[src/inc/lce_pkg.sv]
package lce_pkg;

    // instruction operation codes
    typedef enum logic [3:0] {
        OP_NOP        = 4'b0000,
        OP_LOAD       = 4'b0001,
        OP_LOAD_INV   = 4'b0010,
        OP_CONJ       = 4'b0011,
        OP_CONJ_INV   = 4'b0100,
        OP_DISJ       = 4'b0101,
        OP_DISJ_INV   = 4'b0110,
        OP_MERGE_SER  = 4'b0111,
        OP_MERGE_PAR  = 4'b1000,
        OP_RISE_PULSE = 4'b1001,
        OP_FALL_PULSE = 4'b1010,
        OP_TEST_ON    = 4'b1011,
        OP_TEST_OFF   = 4'b1100,
        OP_INVERT     = 4'b1101,
        OP_TERMINATE  = 4'b1110
    } lce_op_t;

    // one-word encoding covers core i/o bits up to word 511 bit 15
    localparam logic [15:0] CORE_IO_LAST_WORD = 16'h01ff;
    localparam logic [3:0]  BCD_DIGIT_MAX     = 4'h9;
    localparam logic [7:0]  BIT_INDEX_MAX     = 8'h15;
    localparam logic [3:0]  BCD_TENS_MAX      = 4'h1;
    localparam int          STACK_DEPTH       = 16;
    localparam int          EDGE_SLOTS        = 256;

    // one instruction step as presented by program memory
    typedef struct packed {
        lce_op_t     op;
        logic        shortForm;   // one-word encoding
        logic [15:0] wordAddr;    // operand word address
        logic [3:0]  bitIdx;      // operand bit position (bit instructions)
        logic [15:0] bitIndexBcd; // bit-test index operand, BCD
        logic        indirect;    // operand taken through an indirect word
        logic [15:0] indirectRaw; // raw indirect word content
        logic [7:0]  edgeSlot;    // instance number of an edge instruction
    } lce_instr_t;

    // result of one step
    typedef struct packed {
        logic cond;
        logic fault;
        logic scanDone;
        logic encodingErr;
    } lce_result_t;

endpackage

[src/logic/lce_edge_store.sv]
`timescale 1ns/100ps
module lce_edge_store #(
    parameter int SLOTS = lce_pkg::EDGE_SLOTS,
    parameter int AW    = 8
) (
    // clock and reset
    input  wire logic          sys_clk,
    input  wire logic          sys_rst,
    // access port
    input  wire logic [AW-1:0] slot,
    input  wire logic          wrEn,
    input  wire logic          wrVal,
    output logic               prevCond
);

    logic [SLOTS-1:0] mem_q;
    logic [SLOTS-1:0] mem_d;

    // update the slot of the instance that executes
    always_comb begin
        mem_d = mem_q;
        if (wrEn) begin
            mem_d[slot] = wrVal;
        end
    end

    // all previous conditions start OFF
    always_ff @(posedge sys_clk) begin
        if (sys_rst) begin
            mem_q <= '0;
        end else begin
            mem_q <= mem_d;
        end
    end

    assign prevCond = mem_q[slot];

endmodule

[src/logic/lce_evaluator.sv]
`timescale 1ns/100ps
// Summary of operation
// - load sets condition from bit, maybe inverted
// - conjoin ANDs condition with bit or inverse
// - disjoin ORs condition with bit or inverse
// - merges combine condition with stacked block
// - rising pulse ON one scan on rise
// - falling pulse ON one scan on fall
// - test on gives selected word bit
// - test off gives inverted word bit
// - bit index is BCD zero to fifteen
// - bad BCD index or indirect raises fault
// - invert flips preceding condition, mid-line only; not checked, it flips the condition at any position
// - one-word form only for core area
// - any bit used any number times
// - edge compares with own last scan
module lce_evaluator #(
    parameter int STACK_DEPTH = lce_pkg::STACK_DEPTH,
    parameter int EDGE_SLOTS  = lce_pkg::EDGE_SLOTS
) (
    // clock and reset
    input  wire logic               sys_clk,
    input  wire logic               sys_rst,
    // scan control
    input  wire logic               scanStart,
    // instruction stream
    input  wire logic               instrValid,
    input  wire lce_pkg::lce_instr_t instr,
    // data memory read data for the current step
    input  wire logic [15:0]        dataWord,
    // results
    output lce_pkg::lce_result_t    result,
    output logic                    resultValid,
    output logic                    fault_flag,
    output logic                    stackOverflow
);

    // stack pointer counts from empty up to full, both ends included
    localparam int SP_W = $clog2(STACK_DEPTH + 1);

    // true when every nibble is a decimal digit
    function automatic logic isBcd(input logic [15:0] v);
        isBcd = (v[3:0] <= lce_pkg::BCD_DIGIT_MAX) && (v[7:4] <= lce_pkg::BCD_DIGIT_MAX)
             && (v[11:8] <= lce_pkg::BCD_DIGIT_MAX)
             && (v[15:12] <= lce_pkg::BCD_DIGIT_MAX);
    endfunction

    // two-digit BCD to binary bit position
    function automatic logic [3:0] bcdToBit(input logic [15:0] v);
        logic [4:0] tens;
        // tens digit is 0 or 1, so ten is eight plus two
        tens = {1'b0, v[4], 3'b000} + {3'b000, v[4], 1'b0};
        bcdToBit = 4'(tens + {1'b0, v[3:0]});
    endfunction

    // decoded step and edge store access
    lce_pkg::lce_op_t op;
    logic               stepTaken;
    logic               shortFormBad;
    logic               opBit;
    logic [3:0]         testPos;
    logic               indexOk;
    logic               prevCond;
    logic               edgeWr;

    // execution condition, per-scan flags and block stack
    logic                    cond_q,  cond_d;
    logic                    fault_q, fault_d;
    logic                    encErr_q, encErr_d;
    logic                    done_q,  done_d;
    logic                    valid_q, valid_d;
    logic                    ovf_q,   ovf_d;
    logic [STACK_DEPTH-1:0]  stack_q, stack_d;
    logic [SP_W-1:0]         sp_q,    sp_d;

    // operand bit of the basic instructions; any address, any number of times
    assign op      = instr.op;
    assign opBit   = dataWord[instr.bitIdx];
    assign testPos = bcdToBit(instr.bitIndexBcd);

    // a step runs only outside scan start and before the terminator
    assign stepTaken = instrValid && !scanStart && !done_q;

    // one-word form is kept for the six basic instructions in the core area
    assign shortFormBad = instr.shortForm
                       && (op < lce_pkg::OP_LOAD || op > lce_pkg::OP_DISJ_INV
                           || instr.wordAddr > lce_pkg::CORE_IO_LAST_WORD);

    // bit-test index must be 0000 to 0015 in BCD
    assign indexOk = isBcd(instr.bitIndexBcd) && (instr.bitIndexBcd[15:8] == 8'h00)
                  && (instr.bitIndexBcd[7:4] <= lce_pkg::BCD_TENS_MAX)
                  && (instr.bitIndexBcd[7:0] <= lce_pkg::BIT_INDEX_MAX);

    // the edge store must not move on a step that scan start overrides
    assign edgeWr  = stepTaken
                  && (op == lce_pkg::OP_RISE_PULSE || op == lce_pkg::OP_FALL_PULSE);

    // previous condition per edge instruction instance
    lce_edge_store #(
        .SLOTS (EDGE_SLOTS),
        // slot width follows the instance number field
        .AW    ($bits(instr.edgeSlot))
    ) u_edge (
        .sys_clk  (sys_clk),
        .sys_rst  (sys_rst),
        .slot     (instr.edgeSlot),
        .wrEn     (edgeWr),
        .wrVal    (cond_q),
        .prevCond (prevCond)
    );

    // condition evaluation, block stack and flags
    always_comb begin
        cond_d   = cond_q;
        fault_d  = fault_q;
        encErr_d = 1'b0;
        done_d   = done_q;
        valid_d  = 1'b0;
        ovf_d    = ovf_q;
        stack_d  = stack_q;
        sp_d     = sp_q;
        if (scanStart) begin
            cond_d  = 1'b0;
            fault_d = 1'b0;
            done_d  = 1'b0;
            ovf_d   = 1'b0;
            sp_d    = '0;
            // clear the entries too, or an empty pop would see last scan's blocks
            stack_d = '0;
        end else if (stepTaken) begin
            valid_d = 1'b1;
            // misuse is flagged for one cycle, the step still executes
            if (shortFormBad) begin
                encErr_d = 1'b1;
            end
            case (op)
                lce_pkg::OP_LOAD, lce_pkg::OP_LOAD_INV: begin
                    // push the unused block condition
                    if (sp_q < SP_W'(STACK_DEPTH)) begin
                        stack_d = {stack_q[STACK_DEPTH-2:0], cond_q};
                        sp_d    = sp_q + 1'b1;
                    end else begin
                        // full: the push is dropped, flag sticks for the scan
                        ovf_d = 1'b1;
                    end
                    cond_d = (op == lce_pkg::OP_LOAD) ? opBit : !opBit;
                end
                // basic instructions fold the operand bit into the condition
                lce_pkg::OP_CONJ:     cond_d = cond_q & opBit;
                lce_pkg::OP_CONJ_INV: cond_d = cond_q & !opBit;
                lce_pkg::OP_DISJ:     cond_d = cond_q | opBit;
                lce_pkg::OP_DISJ_INV: cond_d = cond_q | !opBit;
                lce_pkg::OP_MERGE_SER, lce_pkg::OP_MERGE_PAR: begin
                    // pop the most recent unused block
                    if (op == lce_pkg::OP_MERGE_SER) begin
                        cond_d = cond_q & stack_q[0];
                    end else begin
                        cond_d = cond_q | stack_q[0];
                    end
                    // popping an empty stack yields OFF
                    stack_d = {1'b0, stack_q[STACK_DEPTH-1:1]};
                    if (sp_q != '0) begin
                        sp_d = sp_q - 1'b1;
                    end
                end
                // the store keeps the incoming condition, not the pulse
                lce_pkg::OP_RISE_PULSE: cond_d = cond_q & !prevCond;
                lce_pkg::OP_FALL_PULSE: cond_d = !cond_q & prevCond;
                lce_pkg::OP_TEST_ON, lce_pkg::OP_TEST_OFF: begin
                    if (!indexOk || (instr.indirect && !isBcd(instr.indirectRaw))) begin
                        fault_d = 1'b1;
                    end
                    // a bad index still selects a bit, the flag marks it
                    if (op == lce_pkg::OP_TEST_ON) begin
                        cond_d = dataWord[testPos];
                    end else begin
                        cond_d = !dataWord[testPos];
                    end
                end
                lce_pkg::OP_INVERT:    cond_d = !cond_q;
                // later steps are refused until the next scan start
                lce_pkg::OP_TERMINATE: done_d = 1'b1;
                default: ;
            endcase
        end
    end

    // state registers
    always_ff @(posedge sys_clk) begin
        if (sys_rst) begin
            cond_q   <= 1'b0;
            fault_q  <= 1'b0;
            encErr_q <= 1'b0;
            done_q   <= 1'b0;
            valid_q  <= 1'b0;
            ovf_q    <= 1'b0;
            stack_q  <= '0;
            sp_q     <= '0;
        end else begin
            cond_q   <= cond_d;
            fault_q  <= fault_d;
            encErr_q <= encErr_d;
            done_q   <= done_d;
            valid_q  <= valid_d;
            ovf_q    <= ovf_d;
            stack_q  <= stack_d;
            sp_q     <= sp_d;
        end
    end

    // registered outputs
    assign result.cond        = cond_q;
    assign result.fault       = fault_q;
    assign result.scanDone    = done_q;
    assign result.encodingErr = encErr_q;
    assign resultValid        = valid_q;
    // fault appears both in the result and on its own pin
    assign fault_flag         = fault_q;
    assign stackOverflow      = ovf_q;

endmodule

[config.mk]
export PLATFORM = sky130hd
export DESIGN_NAME = lce_evaluator
export DESIGN_NICKNAME = d
export VERILOG_FILES = /design/src/inc/lce_pkg.sv /design/src/logic/lce_edge_store.sv /design/src/logic/lce_evaluator.sv
export SDC_FILE = /design/constraint.sdc
export NUM_CORES = 1
export LEC_CHECK = 0
export ABC_AREA = 1
export BUFFER_PORTS_ARGS = -buffer_cell sky130_fd_sc_hd__buf_4
export CAP_MARGIN = 20
export CORE_MARGIN = 1.5
export CORE_UTILIZATION = 55
export DETAILED_ROUTE_END_ITERATION = 8
export GPL_TIMING_DRIVEN = 0
export PLACE_DENSITY = 0.73
export SLEW_MARGIN = 15
export SYNTH_ARGS = -nofsm -noshare
export SYNTH_HDL_FRONTEND = slang
export SYNTH_SLANG_ARGS = --single-unit
[constraint.sdc]
create_clock -name sys_clk -period 2.2 [get_ports sys_clk]
set_input_delay 0 -clock sys_clk [delete_from_list [all_inputs] [get_ports sys_clk]]
set_output_delay 0 -clock sys_clk [all_outputs]
set_load 0.02 [all_outputs]
==> impl_metrics.env <==
export IMPL_buffer_ports_inserted=78
export IMPL_routed_wire_length_per_instance_um=20.5
export IMPL_final_hold_violation_count=1
export IMPL_number_of_antenna_violations_at_the_first_check_in_global_routing=0
export IMPL_drv_slew=0
export IMPL_timing_critical_path_slowest_stage_cell="sky130_fd_sc_hd__nor2_2"
export IMPL_syn_instance_count=2286
export IMPL_core_mm2=0.0268
export IMPL_gr_usage_all_layers_pct=39.6
export IMPL_cp_max_fo=10
export IMPL_cts_repair_timing_setup_buffer_count=0
export IMPL_wl_um=56900
export IMPL_tritoncts="done"
export IMPL_final_hold_worst_slack_ns=-0.000558
export IMPL_crit_chain="buf_4 -> nor2_2 -> buf_4 -> inv_1 -> nor2_1 -> inv_1 -> clkbuf_1 -> nor2_1 -> a21oi_1 -> o21a_1"
export IMPL_num_fill_cells=2509
export IMPL_ys_top_cells_by_area="sky130_fd_sc_hd__dfxtp_1 (38%), sky130_fd_sc_hd__nand2_1 (16%), sky130_fd_sc_hd__o21ai_0 (8.4%)"
export IMPL_count_of_max_cap_constraint_violations=0
export IMPL_finalWorstPathRequiredPeriod_ns=2.22
export IMPL_cts_root_buffer_cell="sky130_fd_sc_hd__clkbuf_16"
export IMPL_cellLeakagePower_nw=6.82
export IMPL_via_count=16500
export IMPL_synth_seq_cells=283
export IMPL_layout_area_overhead_vs_synth_pct=15.4
export IMPL_synth_nets=2378
export IMPL_layout_setup_ws_ns=-0.0161
export IMPL_ff_latch_area_mm2=0.00567
export IMPL_num_io_pins=93
export IMPL_worst_endpoint_required_ns=2.60
export IMPL_grt_max_degree=14
export IMPL_relSlewSlack_pct=30.7
export IMPL_worst_setup_path_end_kind="register"
export IMPL_fraction_of_layout_cells_with_a_size_suffix_above_1_pct=10.1
export IMPL_synthFlopType="sky130_fd_sc_hd__dfxtp_1"
export IMPL_die_width_um=168
export IMPL_finalSetupViolations=5
export IMPL_criticalPathCategory="in2reg"
export IMPL_ys_async_sr_fraction_pct=0
export IMPL_die_area_mm2=0.0282
export IMPL_finClkSkew_ns=0.0122
export IMPL_clk_pin_slew_worst_paths_ns=0.06
export IMPL_clock_sinks=283
export IMPL_syn_area_mm2=0.0149
export IMPL_synth_yosys_seq_area_share_pct=37.9
export IMPL_vias_per_cell=5.94
export IMPL_dpl_hpwl_um=38000
export IMPL_grt_overflow=0
export IMPL_final_cell_mix="sky130_fd_sc_hd__nand2_1 (633), sky130_fd_sc_hd__dfxtp_1 (283), sky130_fd_sc_hd__nor2_1 (268)"
export IMPL_initial_core_util_pct=55.8
export IMPL_drtPass1Iterations=6
export IMPL_synth_largest_type_area_fraction_pct=37.9
export IMPL_synth_distinct_cells=39
export IMPL_unrepaired_setup_endpoints_after_global_routing="false"
export IMPL_mostFrequentLayoutCell="sky130_fd_sc_hd__nand2_1"
export IMPL_yosysWarnings=0
export IMPL_run_status="complete, but fails checks"
export IMPL_grt_pass1_wl_um=84800
export IMPL_worst_slew_pin_slew_ns=1.04
export IMPL_cts_htree_levels=2
export IMPL_drc=0
export IMPL_rows=60
export IMPL_synth_largest_area_cell="sky130_fd_sc_hd__dfxtp_1"
export IMPL_hold_class="in2reg"
export IMPL_grt_pass1_vias=15000
export IMPL_clkLatencyLatePin_ns=0.52
export IMPL_finish_net_count=2504
export IMPL_max_clock_path_buffers=3
export IMPL_critPathBufInv=5
export IMPL_syn_area_per_cell_um2=6.54
export IMPL_die_height_um=168
export IMPL_final_ant_viol_nets=0
export IMPL_setup_worst_path_start_class="primary input"
export IMPL_violations_in_the_final_reports="negative hold slack, negative setup slack"
export IMPL_drt_iter0_markers=2237
export IMPL_tritoncts_num_buffers=34
export IMPL_power_per_standard_cell_area_mw_per_mm2=684
export IMPL_cpLargestDelayFamily="buffers and inverters"
export IMPL_final_setup_tns_ns=-0.0608
export IMPL_cp_data_arrival_time_ns=2.62
export IMPL_finalWeightedCongestion=0.966
export IMPL_num_antenna_cells=0
export IMPL_edff_count_synth=0
export IMPL_multi_input_area_mm2=0.00785
export IMPL_worst_path_largest_cell_delay_ns=0.53
export IMPL_min_period_over_period_pct=101
export IMPL_achievable_frequency_mhz=451
export IMPL_vdd_ir_drop_max_v=0.000651
## Yosys cell counts, types with 2 or more instances
| cell | instances |
|---|---|
| sky130_fd_sc_hd__nand2_1 | 635 |
| sky130_fd_sc_hd__dfxtp_1 | 283 |
| sky130_fd_sc_hd__nor2_1 | 270 |
| sky130_fd_sc_hd__o21ai_0 | 251 |
| sky130_fd_sc_hd__a21oi_1 | 238 |
| sky130_fd_sc_hd__inv_1 | 175 |
| sky130_fd_sc_hd__o21a_1 | 102 |
| sky130_fd_sc_hd__clkbuf_1 | 85 |
| sky130_fd_sc_hd__o21ai_1 | 44 |
| sky130_fd_sc_hd__a31oi_1 | 33 |
| sky130_fd_sc_hd__buf_2 | 24 |
| sky130_fd_sc_hd__o311a_1 | 23 |
| sky130_fd_sc_hd__inv_2 | 19 |
| sky130_fd_sc_hd__buf_6 | 15 |
| sky130_fd_sc_hd__buf_1 | 11 |
| sky130_fd_sc_hd__buf_4 | 10 |
| sky130_fd_sc_hd__nor2_2 | 10 |
| sky130_fd_sc_hd__nor2_4 | 10 |
| sky130_fd_sc_hd__nand3_1 | 9 |
| sky130_fd_sc_hd__o211ai_1 | 6 |
| sky130_fd_sc_hd__ha_1 | 5 |
| sky130_fd_sc_hd__nor4_1 | 4 |
| sky130_fd_sc_hd__o21bai_1 | 3 |
| sky130_fd_sc_hd__xor2_1 | 3 |
| sky130_fd_sc_hd__a211oi_1 | 2 |
| sky130_fd_sc_hd__nor3_1 | 2 |
| sky130_fd_sc_hd__xnor2_1 | 2 |
## path summary, 6_finish.rpt
kind,startpoint,end,slack [ns],depth (start not counted)
min reg2reg,u_edge.mem_q[186],u_edge.mem_q[186],0.45,2
max reg2reg,cond_q,u_edge.mem_q[54],0.08,6
max,instr[2],u_edge.mem_q[179],-0.02,10
min,instrValid,stackOverflow,-0.0006,5
## state kept, by name, indices dropped and copies added, names as in the netlist
register,flops
u_edge.mem_q,256
fault_flag,1
stackOverflow,1
encErr_q,1
cond_q,1
stack_q,16
resultValid,1
sp_q,5
done_q,1
## layout make-up
type,count,area share [%]
multi-input cells,1663,45.5
flip-flops and latches,283,32.9
clock buffers,52,6.21
plain buffers,144,4.32
inverters,195,4.25
repair buffers,91,4.15
well taps,341,2.47
clock inverters,6,0.232
## logic make-up after synthesis
family / Yosys count / share of synthesized area (%)
buffers and inverters: 340 / 9.75
XOR/XNOR: 5 / 0.293
AND/OR/NAND/NOR: 944 / 24.6
AO/OA/AOI/OAI: 708 / 26.9
flip-flops: 283 / 37.9
adder cells (fa/ha/maj): 6 / 0.553
## worst min-delay path: stages
cell and delay [ns]:
sky130_fd_sc_hd__buf_4 0.11, sky130_fd_sc_hd__nand2_1 0.10, sky130_fd_sc_hd__nor2_4 0.06, sky130_fd_sc_hd__a21oi_1 0.14, sky130_fd_sc_hd__nor2_1 0.05
## routing by layer
layer / GRT usage, % / part of all wire, % / vias to the layer above / wire, um
met1: 50.4 / 39 / 7569 / 22300
met2: 62.5 / 43 / 950 / 24500
met4: 23.3 / 6.7 / 0 / 3790
li1: - / - / 7719 / -
met3: 7.92 / 11 / 255 / 6370
met5: 0 / 0 / - / 0
## where the power goes
| group | switching (mW) | internal, mW | total, mW |
|---|---|---|---|
| clock network | 2.24 | 3.34 | 5.58 |
| registers | 0.00676 | 5.13 | 5.14 |
| logic | 0.783 | 0.284 | 1.07 |
## through the flow
step                cells  setup slack [ns]  power [mW]  util (%)  cell area, um2
floorplan            2286             0.169        5.77         -           14900
global placement     2705            -0.550        6.24      59.5           16000
detailed placement   2705            -0.562        6.25      59.5           16000
CTS                  2777           0.00210        11.7      64.2           17200
global route         2775           0.00103        12.0      64.3           17200
finish               2775           -0.0161        11.8      64.3           17200
## timing repair
action	in CTS	in global routing
endpoints found under the hold margin	7	0
endpoints found under the setup margin	162	170
gates resized for setup	7	32
hold buffers	14	0
pin swaps	0	2
No activity file was read; power rests on OpenSTA's default activity.
